[src/common/ssf_pkg.sv]
package ssf_pkg;
   // ==========================================================
   // register map
   localparam logic [7:0] START_SAMPLE_SETUP_ADDR = 8'h00_DB;
   localparam logic [7:0] START_SAMPLE_SETUP_RST = 8'h00_00;
   localparam int SAMPLE_ENABLE_BIT = 7;
   localparam int SAMPLE_FIELD_MSB = 6;
   localparam int SAMPLE_FIELD_LSB = 0;
   localparam int SAMPLE_FIELD_W = 7;
   // ==========================================================
   // timing
   localparam int OSC_PERIOD_NS = 8;
   localparam int MAX_SCL_KHZ = 833;
   localparam int MIN_SCL_PERIOD_NS =
      (1000000 + MAX_SCL_KHZ - 1) / MAX_SCL_KHZ;
   localparam int MIN_SCL_CYCLES = MIN_SCL_PERIOD_NS / OSC_PERIOD_NS;
   localparam int ADDR_BITS = 7;
   // ==========================================================
   // qualifier states
   typedef enum logic [3:0] {
      SSF_IDLE = 4'b0001,
      SSF_CHECK = 4'b0010,
      SSF_ADDR = 4'b0100,
      SSF_DONE = 4'b1000
   } ssf_state_e;
endpackage

[src/verilog/ssf_sync.sv]
`timescale 1ns/100ps
module ssf_sync (
   // clock and reset
   input wire logic clk_i,
   input wire logic rst_i,
   // async level in, synchronised level out
   input wire logic d_i,
   output logic q_o
);
   logic meta_reg;
   logic meta_next;
   logic q_reg;
   logic q_next;

   // next values: two stage chain
   always_comb begin
      meta_next = d_i;
      q_next = meta_reg;
   end

   // bus lines idle high
   always_ff @(posedge clk_i) begin
      if (rst_i) begin
         meta_reg <= 1'b1;
         q_reg <= 1'b1;
      end else begin
         meta_reg <= meta_next;
         q_reg <= q_next;
      end
   end

   assign q_o = q_reg;
endmodule

[src/verilog/ssf_filter.sv]
`timescale 1ns/100ps
module ssf_filter (
   // clock and reset
   input wire logic CLK_I,
   input wire logic RST_I,
   // special function register port
   input wire logic [7:0] SFR_ADDR_I,
   input wire logic [7:0] SFR_WDATA_I,
   input wire logic SFR_WR_I,
   input wire logic SFR_RD_I,
   output logic [7:0] SFR_RDATA_O,
   // engine context
   input wire logic SLAVE_MODE_I,
   input wire logic [6:0] OWN_SLAVE_ADDRESS_I,
   input wire logic FLAG_CLEAR_I,
   // bus lines
   input wire logic SDA_I,
   input wire logic SCL_I,
   // status out
   output logic START_VALID_O,
   output logic START_REJECT_O,
   output logic XFER_DONE_O,
   output logic ADDR_MATCH_O
);
   logic sda_s;
   logic scl_s;
   logic sda_d_reg;
   logic sda_d_next;
   logic [7:0] setup_reg;
   logic [7:0] setup_next;
   logic [7:0] rdata_reg;
   logic [7:0] rdata_next;
   ssf_pkg::ssf_state_e state_reg;
   ssf_pkg::ssf_state_e state_next;
   logic [7:0] cnt_reg;
   logic [7:0] cnt_next;
   logic [7:0] need;
   logic [3:0] bit_reg;
   logic [3:0] bit_next;
   logic [7:0] shift_reg;
   logic [7:0] shift_next;
   logic scl_d_reg;
   logic scl_d_next;
   logic valid_reg;
   logic valid_next;
   logic reject_reg;
   logic reject_next;
   logic done_reg;
   logic done_next;
   logic match_reg;
   logic match_next;
   logic fall_edge;
   logic samp_ok;
   logic scl_rise;
   logic en_val;
   logic [6:0] field_val;

   // ==========================================================
   // pin synchronisers
   ssf_sync u_sda (
      .clk_i(CLK_I),
      .rst_i(RST_I),
      .d_i(SDA_I),
      .q_o(sda_s)
   );
   ssf_sync u_scl (
      .clk_i(CLK_I),
      .rst_i(RST_I),
      .d_i(SCL_I),
      .q_o(scl_s)
   );

   // ==========================================================
   // setup register
   // map and reset
   always_comb begin
      setup_next = setup_reg;
      rdata_next = rdata_reg;
      if (SFR_WR_I && SFR_ADDR_I == ssf_pkg::START_SAMPLE_SETUP_ADDR) begin
         setup_next = SFR_WDATA_I;
      end
      if (SFR_RD_I) begin
         rdata_next = (SFR_ADDR_I == ssf_pkg::START_SAMPLE_SETUP_ADDR)
            ? setup_reg : 8'h00_00;
      end
   end

   always_ff @(posedge CLK_I) begin
      if (RST_I) begin
         setup_reg <= ssf_pkg::START_SAMPLE_SETUP_RST;
         rdata_reg <= 8'h00_00;
      end else begin
         setup_reg <= setup_next;
         rdata_reg <= rdata_next;
      end
   end

   // ==========================================================
   // start qualifier
   // falling data with clock high
   assign fall_edge = SLAVE_MODE_I && sda_d_reg && !sda_s && scl_s;
   assign samp_ok = !sda_s && scl_s;
   // rise seen only in the oscillator cycle where scl_s is high and was low
   assign scl_rise = scl_s && !scl_d_reg;
   // setup fields
   assign en_val = setup_reg[ssf_pkg::SAMPLE_ENABLE_BIT];
   assign field_val =
      setup_reg[ssf_pkg::SAMPLE_FIELD_MSB:ssf_pkg::SAMPLE_FIELD_LSB];
   assign need = en_val ? {1'b0, field_val} + 8'h00_01 : 8'h00_01;

   // next state of qualifier and address shifter
   always_comb begin
      state_next = state_reg;
      cnt_next = cnt_reg;
      bit_next = bit_reg;
      shift_next = shift_reg;
      sda_d_next = sda_s;
      scl_d_next = scl_s;
      valid_next = 1'b0;
      reject_next = 1'b0;
      done_next = done_reg;
      match_next = match_reg;
      // set wins over clear
      if (FLAG_CLEAR_I) begin
         done_next = 1'b0;
         match_next = 1'b0;
      end
      unique case (state_reg)
         ssf_pkg::SSF_IDLE: begin
            cnt_next = 8'h00_00;
            if (fall_edge) begin
               state_next = ssf_pkg::SSF_CHECK;
            end
         end
         ssf_pkg::SSF_CHECK: begin
            if (!samp_ok) begin
               reject_next = 1'b1;
               state_next = ssf_pkg::SSF_IDLE;
            end else if (cnt_reg + 8'h00_01 == need) begin
               valid_next = 1'b1;
               bit_next = 4'h0_0;
               shift_next = 8'h00_00;
               state_next = ssf_pkg::SSF_ADDR;
            end else begin
               cnt_next = cnt_reg + 8'h00_01;
            end
         end
         ssf_pkg::SSF_ADDR: begin
            if (scl_rise) begin
               shift_next = {shift_reg[6:0], sda_s};
               bit_next = bit_reg + 4'h0_1;
               if (bit_reg == 4'h0_6) begin
                  state_next = ssf_pkg::SSF_DONE;
               end
            end
         end
         ssf_pkg::SSF_DONE: begin
            if (shift_reg[6:0] == OWN_SLAVE_ADDRESS_I) begin
               done_next = 1'b1;
               match_next = 1'b1;
            end
            state_next = ssf_pkg::SSF_IDLE;
         end
      endcase
   end

   always_ff @(posedge CLK_I) begin
      if (RST_I) begin
         state_reg <= ssf_pkg::SSF_IDLE;
         cnt_reg <= 8'h00_00;
         bit_reg <= 4'h0_0;
         shift_reg <= 8'h00_00;
         sda_d_reg <= 1'b1;
         scl_d_reg <= 1'b1;
         valid_reg <= 1'b0;
         reject_reg <= 1'b0;
         done_reg <= 1'b0;
         match_reg <= 1'b0;
      end else begin
         state_reg <= state_next;
         cnt_reg <= cnt_next;
         bit_reg <= bit_next;
         shift_reg <= shift_next;
         sda_d_reg <= sda_d_next;
         scl_d_reg <= scl_d_next;
         valid_reg <= valid_next;
         reject_reg <= reject_next;
         done_reg <= done_next;
         match_reg <= match_next;
      end
   end

   // outputs straight from flops
   assign SFR_RDATA_O = rdata_reg;
   assign START_VALID_O = valid_reg;
   assign START_REJECT_O = reject_reg;
   assign XFER_DONE_O = done_reg;
   assign ADDR_MATCH_O = match_reg;

   // ==========================================================
   // assertions
   a_edge_starts: assert property (@(posedge CLK_I)
      disable iff (RST_I)
      (state_reg == ssf_pkg::SSF_IDLE && fall_edge)
      |=> state_reg == ssf_pkg::SSF_CHECK)
      else $error("start edge not taken");
   a_single_sample: assert property (@(posedge CLK_I)
      disable iff (RST_I)
      (state_reg == ssf_pkg::SSF_CHECK && !en_val && samp_ok)
      |=> valid_reg)
      else $error("single sample did not validate");
   a_count_exact: assert property (@(posedge CLK_I)
      disable iff (RST_I)
      valid_reg |-> $past(cnt_reg)
         == ($past(en_val) ? {1'b0, $past(field_val)} : 8'h00_00))
      else $error("sample count wrong");
   a_sample_step: assert property (@(posedge CLK_I)
      disable iff (RST_I)
      (state_reg == ssf_pkg::SSF_CHECK && samp_ok && !valid_next)
      |=> cnt_reg == $past(cnt_reg) + 8'h00_01)
      else $error("samples not one clock apart");
   a_valid_cause: assert property (@(posedge CLK_I)
      disable iff (RST_I)
      valid_reg |-> $past(samp_ok) && state_reg == ssf_pkg::SSF_ADDR)
      else $error("valid without good sample");
   a_reject_idle: assert property (@(posedge CLK_I)
      disable iff (RST_I)
      (state_reg == ssf_pkg::SSF_CHECK && !samp_ok)
      |=> reject_reg && state_reg == ssf_pkg::SSF_IDLE)
      else $error("bad sample not rejected");
   a_match_flags: assert property (@(posedge CLK_I)
      disable iff (RST_I)
      (state_reg == ssf_pkg::SSF_DONE
       && shift_reg[6:0] == OWN_SLAVE_ADDRESS_I)
      |=> done_reg && match_reg)
      else $error("match flags not set");
   a_reg_write: assert property (@(posedge CLK_I)
      disable iff (RST_I)
      (SFR_WR_I && SFR_ADDR_I == ssf_pkg::START_SAMPLE_SETUP_ADDR)
      |=> setup_reg == $past(SFR_WDATA_I))
      else $error("setup write lost");
endmodule

[config.mk]
export PLATFORM = sky130hd
export DESIGN_NAME = ssf_filter
export DESIGN_NICKNAME = d
export VERILOG_FILES = /design/src/common/ssf_pkg.sv /design/src/verilog/ssf_sync.sv /design/src/verilog/ssf_filter.sv
export SDC_FILE = /design/constraint.sdc
export NUM_CORES = 1
export LEC_CHECK = 0
export ABC_AREA = 1
export BUFFER_PORTS_ARGS = -buffer_cell sky130_fd_sc_hd__clkbuf_2
export CELL_PAD_IN_SITES_DETAIL_PLACEMENT = 0
export CELL_PAD_IN_SITES_GLOBAL_PLACEMENT = 1
export CORE_ASPECT_RATIO = 1.1
export CORE_MARGIN = 2
export CORE_UTILIZATION = 37
export DETAILED_ROUTE_END_ITERATION = 7
export GPL_TIMING_DRIVEN = 1
export HOLD_SLACK_MARGIN = 0.03
export PLACE_DENSITY = 0.87
export SYNTH_ARGS = -nofsm -noshare
export SYNTH_HDL_FRONTEND = slang
export SYNTH_HIERARCHICAL = 1
export SYNTH_SLANG_ARGS = --single-unit
[constraint.sdc]
create_clock -name CLK_I -period 1.85 [get_ports CLK_I]
set_input_delay 0.2775 -clock CLK_I [delete_from_list [all_inputs] [get_ports CLK_I]]
set_output_delay 0.2775 -clock CLK_I [all_outputs]
set_load 0.02 [all_outputs]
Yosys cells after proc, flatten, opt, wreduce, memory -nomap -nowiden
Cells that the tools add are included.

$add $sub $neg: 3. $mul: 0. Divide/modulo/power cells: 0. $lt $le $gt $ge: 0. Equal/unequal tests: 15. Shift operators: 0. Muxes and demuxes: 27. Bitwise gates (word level): 2. Reductions and logical operators: 15.

Operators by type and width (number): two-way mux 4 bit (8); two-way mux 8 bit (4); two-way mux 7 bit (3); case mux 4 bit (4 select lines) (1); case mux 8 bit (2 select lines) (1); case mux 7 bit (2 select lines) (1); != test 2 bit (second input constant) (6); adder 7 x 1 -> 8 bit (second input constant) (1); adder 8 x 1 -> 8 bit (second input constant) (1); equality test 4 x 3 -> 1 bit (second input constant) (2); equality test 8 bit (1); equality test 8 bit (second input constant) (1); two-way mux 1 bit (8); case mux 4 bit (2 select lines) (1); AND reduction 4 bit (2); equality test 7 bit (1); logical AND 1 bit (6); adder 4 x 1 -> 4 bit (second input constant) (1); equality test 4 x 1 -> 1 bit (second input constant) (1); equality test 4 x 2 -> 1 bit (second input constant) (1); equality test 4 bit (second input constant) (1); nonzero test 2 bit (2); != test 3 bit (second input constant) (1); AND reduction 3 bit (1); 4 further kinds (6).

Flip-flop bits (word level): 49. Bits in latches: 0. Memory bits (writable): 0. ROM bits: 0. Input port bits: 31. Output and inout port bits: 12. Logic and storage cells: 78. Memories: 0.

Longest topological paths before layout
Word-level depth: 6. Mapped depth: 15. Depth with buffers taken out: 14.

Hierarchy
The synthesis kept the hierarchy.

Modules (own cells, without submodules): ssf_filter (instances 1, cells an instance 378, area an instance 2650.0 µm², sequential area each 900.9 µm²); ssf_sync (instances 2, cells an instance 7, area an instance 58.8 µm², sequential area each 40.0 µm²).

Worst setup path before layout
No wires, ideal clock.

Path kind: register to register. Start point: reg cnt_reg[0]. End point: reg state_reg[1]. Setup time: 0.109 ns. Arrival time: 1.669 ns. Data required time: 1.741 ns. Setup slack: 0.072 ns. Stages on the path, launching flop included: 16. Path buffers: 1. Clock period less this slack: 1.778 ns. Cells stage by stage: dfxtp_1 ha_1 nand2_1 inv_2 nor2_1 inv_2 nand2_1 nand2_1 nand3b_4 nor2_4 nand3_4 nand2_8 buf_12 a21oi_2 nand2_1 inv_1.

Word-level cells in the longest chain between the ends: 4.

Ends and longest elaborated chain: start: declaration (RTL line ssf_filter.sv:35) `logic [7:0] cnt_reg;`; start signal: assignment (RTL line ssf_filter.sv:181) `cnt_reg <= cnt_next;`; adder 8 x 1 -> 8 bit (RTL line ssf_filter.sv:139) `end else if (cnt_reg + 8'h00_01 == need) begin`; equality test 8 bit (RTL line ssf_filter.sv:139); != test 3 bit (no source line); AND reduction 4 bit (no source line); end signal: assignment (RTL line ssf_filter.sv:169) `state_reg <= ssf_pkg::SSF_IDLE;`; end signal: assignment (RTL line ssf_filter.sv:180) `state_reg <= state_next;`; end: declaration (RTL line ssf_filter.sv:33) `ssf_pkg::ssf_state_e state_reg;`.

Every way passes these cells. A chain may end at the register's enable or synchronous reset.

Worst setup path after layout
Start point: reg cnt_reg[1]. End point: reg cnt_reg[0].

Word-level cells in the longest chain between the ends: 4.

Ends and longest elaborated chain (RTL line): adder 8 x 1 -> 8 bit (ssf_filter.sv:139); equality test 8 bit (ssf_filter.sv:139); != test 2 bit (no source line); AND reduction 3 bit (no source line).

Every way passes these cells.

==> results by group <==
Status
  – Status: finished, violations left
  – Failing checks: negative setup slack

GRT
  – Antenna violations before repair: 0
  – First-pass GRT wire length: 11000 µm
  – Gr ovfl total: 0
  – Pin count of the biggest net entering global routing: 26
  – Vias in the first global route: 2542
  – Total track usage: 16.6%

Layout
  – Area delta synth->final: 27.8%
  – Final instance area: 3540 µm²
  – Finished Layout Cells: 545
  – Layout Utilization: 48.1%
  – Nets: 492
  – Diode count: 0
  – Layout cell share with drive strength beyond 1: 35.4%

Placed design
  – Placed cell areas: 3140 µm²
  – Buffers on Ports: 42
  – Final HPWL DP: 4770 µm
  – Routability cong.: 0.800
  – Cell total after placement: 526
  – Pre-CTS WS: -0.0232 ns

Min path
  – Tightest Hold Check Type: in -> reg
  – Worst hold start: SCL_I
  – Hold Crit Depth: 3
  – Worst Hold Endpoint: u_scl/meta_reg$_SDFF_PP1_

Floorplanning
  – Starting Density: 37.7%
  – Core area: 7350 µm²
  – IO Pins: 43
  – Die area: 8190 µm²
  – Die X: 86.5 µm
  – Die Y: 94.7 µm
  – Site Rows: 33

Drt
  – Antenna Violating Nets Remaining: 0
  – DR vias: 2673
  – Post-route DRC: 0
  – Drt first pass iters: 4
  – DRT iter0 DRCs: 107
  – Vias per cell: 4.90
  – WL final: 6700 µm
  – Avg WL per Cell: 12.3 µm

CTS
  – TritonCTS Buffers: 5
  – TritonCTS clock tree: built
  – CTS root buf: clkbuf_8
  – Worst-Skew Late Latency: 0.31 ns
  – H-tree depth: 2
  – Clk sink count: 49
  – CTS Hold Bufs: 0
  – Maximum clock path buffer count: 2
  – Clk slew on worst S/H paths: 0.10 ns

Setup path
  – Critical path class: reg -> reg
  – Arr. time, crit path: 2.09 ns
  – R2R Path Start: cnt_reg[1]$_SDFFE_PP0P_
  – Worst R2R Setup Slack: -0.02 ns
  – CP max FO: 6
  – Critical Path Start Type: flop
  – Crit. End Element: flop
  – WP data required: 2.06 ns
  – R2r worst-path depth: 14
  – R2r endpoint: cnt_reg[0]$_SDFFE_PP0P_

STA
  – Worst slew pin tran: 0.445 ns
  – Peak Freq: 534 MHz
  – Min Tclk post-route: 1.87 ns
  – Setup ws final: -0.0220 ns
  – WHS: 0.125 ns
  – Final setup violation count: 4
  – Unrepaired setup endpoints after global routing: yes
  – Tcrit/Tclk final: 101%
  – Clock skew: 0.00729 ns
  – Pins over their slew limit: 0
  – Final hold vios: 0
  – TNS Setup: -0.0658 ns
  – Slew headroom: 70.2%

Synth
  – EDFF count, synth: 0
  – Predominant post-synthesis flop cell: dfxtp_1
  – Mapped Nets: 427
  – Mapped Cells: 392
  – Ys async rst share: 0%
  – Distinct cells, synth: 37
  – Syn Area/Cell: 7.06 µm²
  – Synth warn: 6
  – Flops & latches, synth: 49
  – Netlist Area Pre-Place: 2770 µm²
  – Register area share after synthesis: 35.4%

Power and ir drop
  – PwrDens: 1230 nW/µm²
  – Pwr Total: 4.34 mW
  – Peak supply drop: 716 µV
  – Leakage power total: 1.54 nW

Job
  – MaxCap Viol Count: 0
## critical path, stage by stage, from the launching register on
cell	delay, ns
dfxtp_2	0.35
ha_4	0.17
nand2_1	0.07
inv_2	0.06
nor2_2	0.12
inv_2	0.05
nand2_1	0.05
nand2_1	0.04
nand3b_4	0.16
nor2_4	0.14
nand3_4	0.21
nand2_4	0.17
nand3_1	0.08
nand2_1	0.07
nor2_1	0.05
## worst max-delay path by stage
stage                                          from                   endpoint  slack (ns)
final                       cnt_reg[1]$_SDFFE_PP0P_    cnt_reg[0]$_SDFFE_PP0P_       -0.02
after global routing      setup_reg[0]$_SDFFE_PP0P_    bit_reg[2]$_SDFFE_PP0P_       -0.13
after CTS                   cnt_reg[1]$_SDFFE_PP0P_    cnt_reg[7]$_SDFFE_PP0P_      -0.001
after detailed placement    cnt_reg[0]$_SDFFE_PP0P_    cnt_reg[7]$_SDFFE_PP0P_       -0.02
after global placement      cnt_reg[0]$_SDFFE_PP0P_    cnt_reg[3]$_SDFFE_PP0P_      -0.006
after floorplan             cnt_reg[0]$_SDFFE_PP0P_  state_reg[1]$_SDFFE_PP0P_        0.07
## power by group
group,switching [mW],internal [mW],leakage (nW)
clock network,0.411,0.283,0.0511
logic,1.39,0.915,1.09
registers,0.136,1.21,0.403
total,1.94,2.41,1.54
## layer usage
layer,global-route usage (%),routed length [µm],up-vias
met4,4.43,28,0
met3,2.71,152,4
li1,-,-,1396
met1,19.8,2940,1235
met2,30.4,3580,38
met5,0,0,-
## kinds of logic (layout without fill, tap and decap cells)
family,count (synthesis),count (layout),synth area share (%)
adders and majority gates,4,4,1.81
buffers and inverters,63,126,9.49
DFF,49,49,35.4
xor gates and xnor gates,10,10,3.16
AOI/OAI and AO/OA,57,57,12.3
and+or+nand+nor,209,212,37.7
## repair_timing
action	4_1_cts	5_1_grt
pin swaps	11	14
resized for setup	22	28
setup endpoints to repair	13	23
gates cloned	2	1
setup buffers	1	7
## final cells by class
type / count / area [µm²]
clock buffer: 5 / 68.8
clock inverter: 3 / 33.8
fill: 767 / 3810
inverter: 52 / 195
multi-input combinational: 283 / 1730
sequential: 49 / 991
tap: 87 / 109
timing repair buffer: 66 / 410
## cell usage in the layout, fill, tap and decap left out, types with 3 or more instances in the layout
| cell type | n |
|---|---|
| a211oi_1 | 5 |
| a21oi_1 | 26 |
| a21oi_2 | 11 |
| buf_4 | 21 |
| clkbuf_2 | 42 |
| clkbuf_8 | 5 |
| dfxtp_1 | 41 |
| dfxtp_2 | 8 |
| inv_1 | 41 |
| inv_2 | 10 |
| nand2_1 | 79 |
| nand2_2 | 18 |
| nand2_4 | 3 |
| nand3_1 | 34 |
| nand3_2 | 10 |
| nand3_4 | 4 |
| nand4_1 | 6 |
| nor2_1 | 30 |
| nor2_2 | 5 |
| nor2_4 | 8 |
| o21ai_0 | 10 |
| xor2_1 | 9 |
## synth_stat cells (2+ instances only)
cell type,count,area (µm²)
a211oi_1,5,37.5
a21oi_1,27,135
a21oi_2,11,96.3
a31oi_1,2,12.5
buf_2,5,25.0
clkbuf_1,4,15.0
dfxtp_1,49,981
ha_1,4,50.1
inv_1,43,161
inv_2,8,30.0
nand2_1,89,334
nand2_2,9,56.3
nand3_1,40,200
nand3_2,6,60.1
nand4_1,6,37.5
nor2_1,35,131
nor2_2,5,31.3
nor2_4,3,33.8
nor3_1,2,10.0
nor3_2,3,30.0
nor4_1,2,12.5
o21ai_0,10,50.1
o21ai_1,2,10.0
xor2_1,9,78.8
Note: power is estimated with default switching activity, not from simulation.
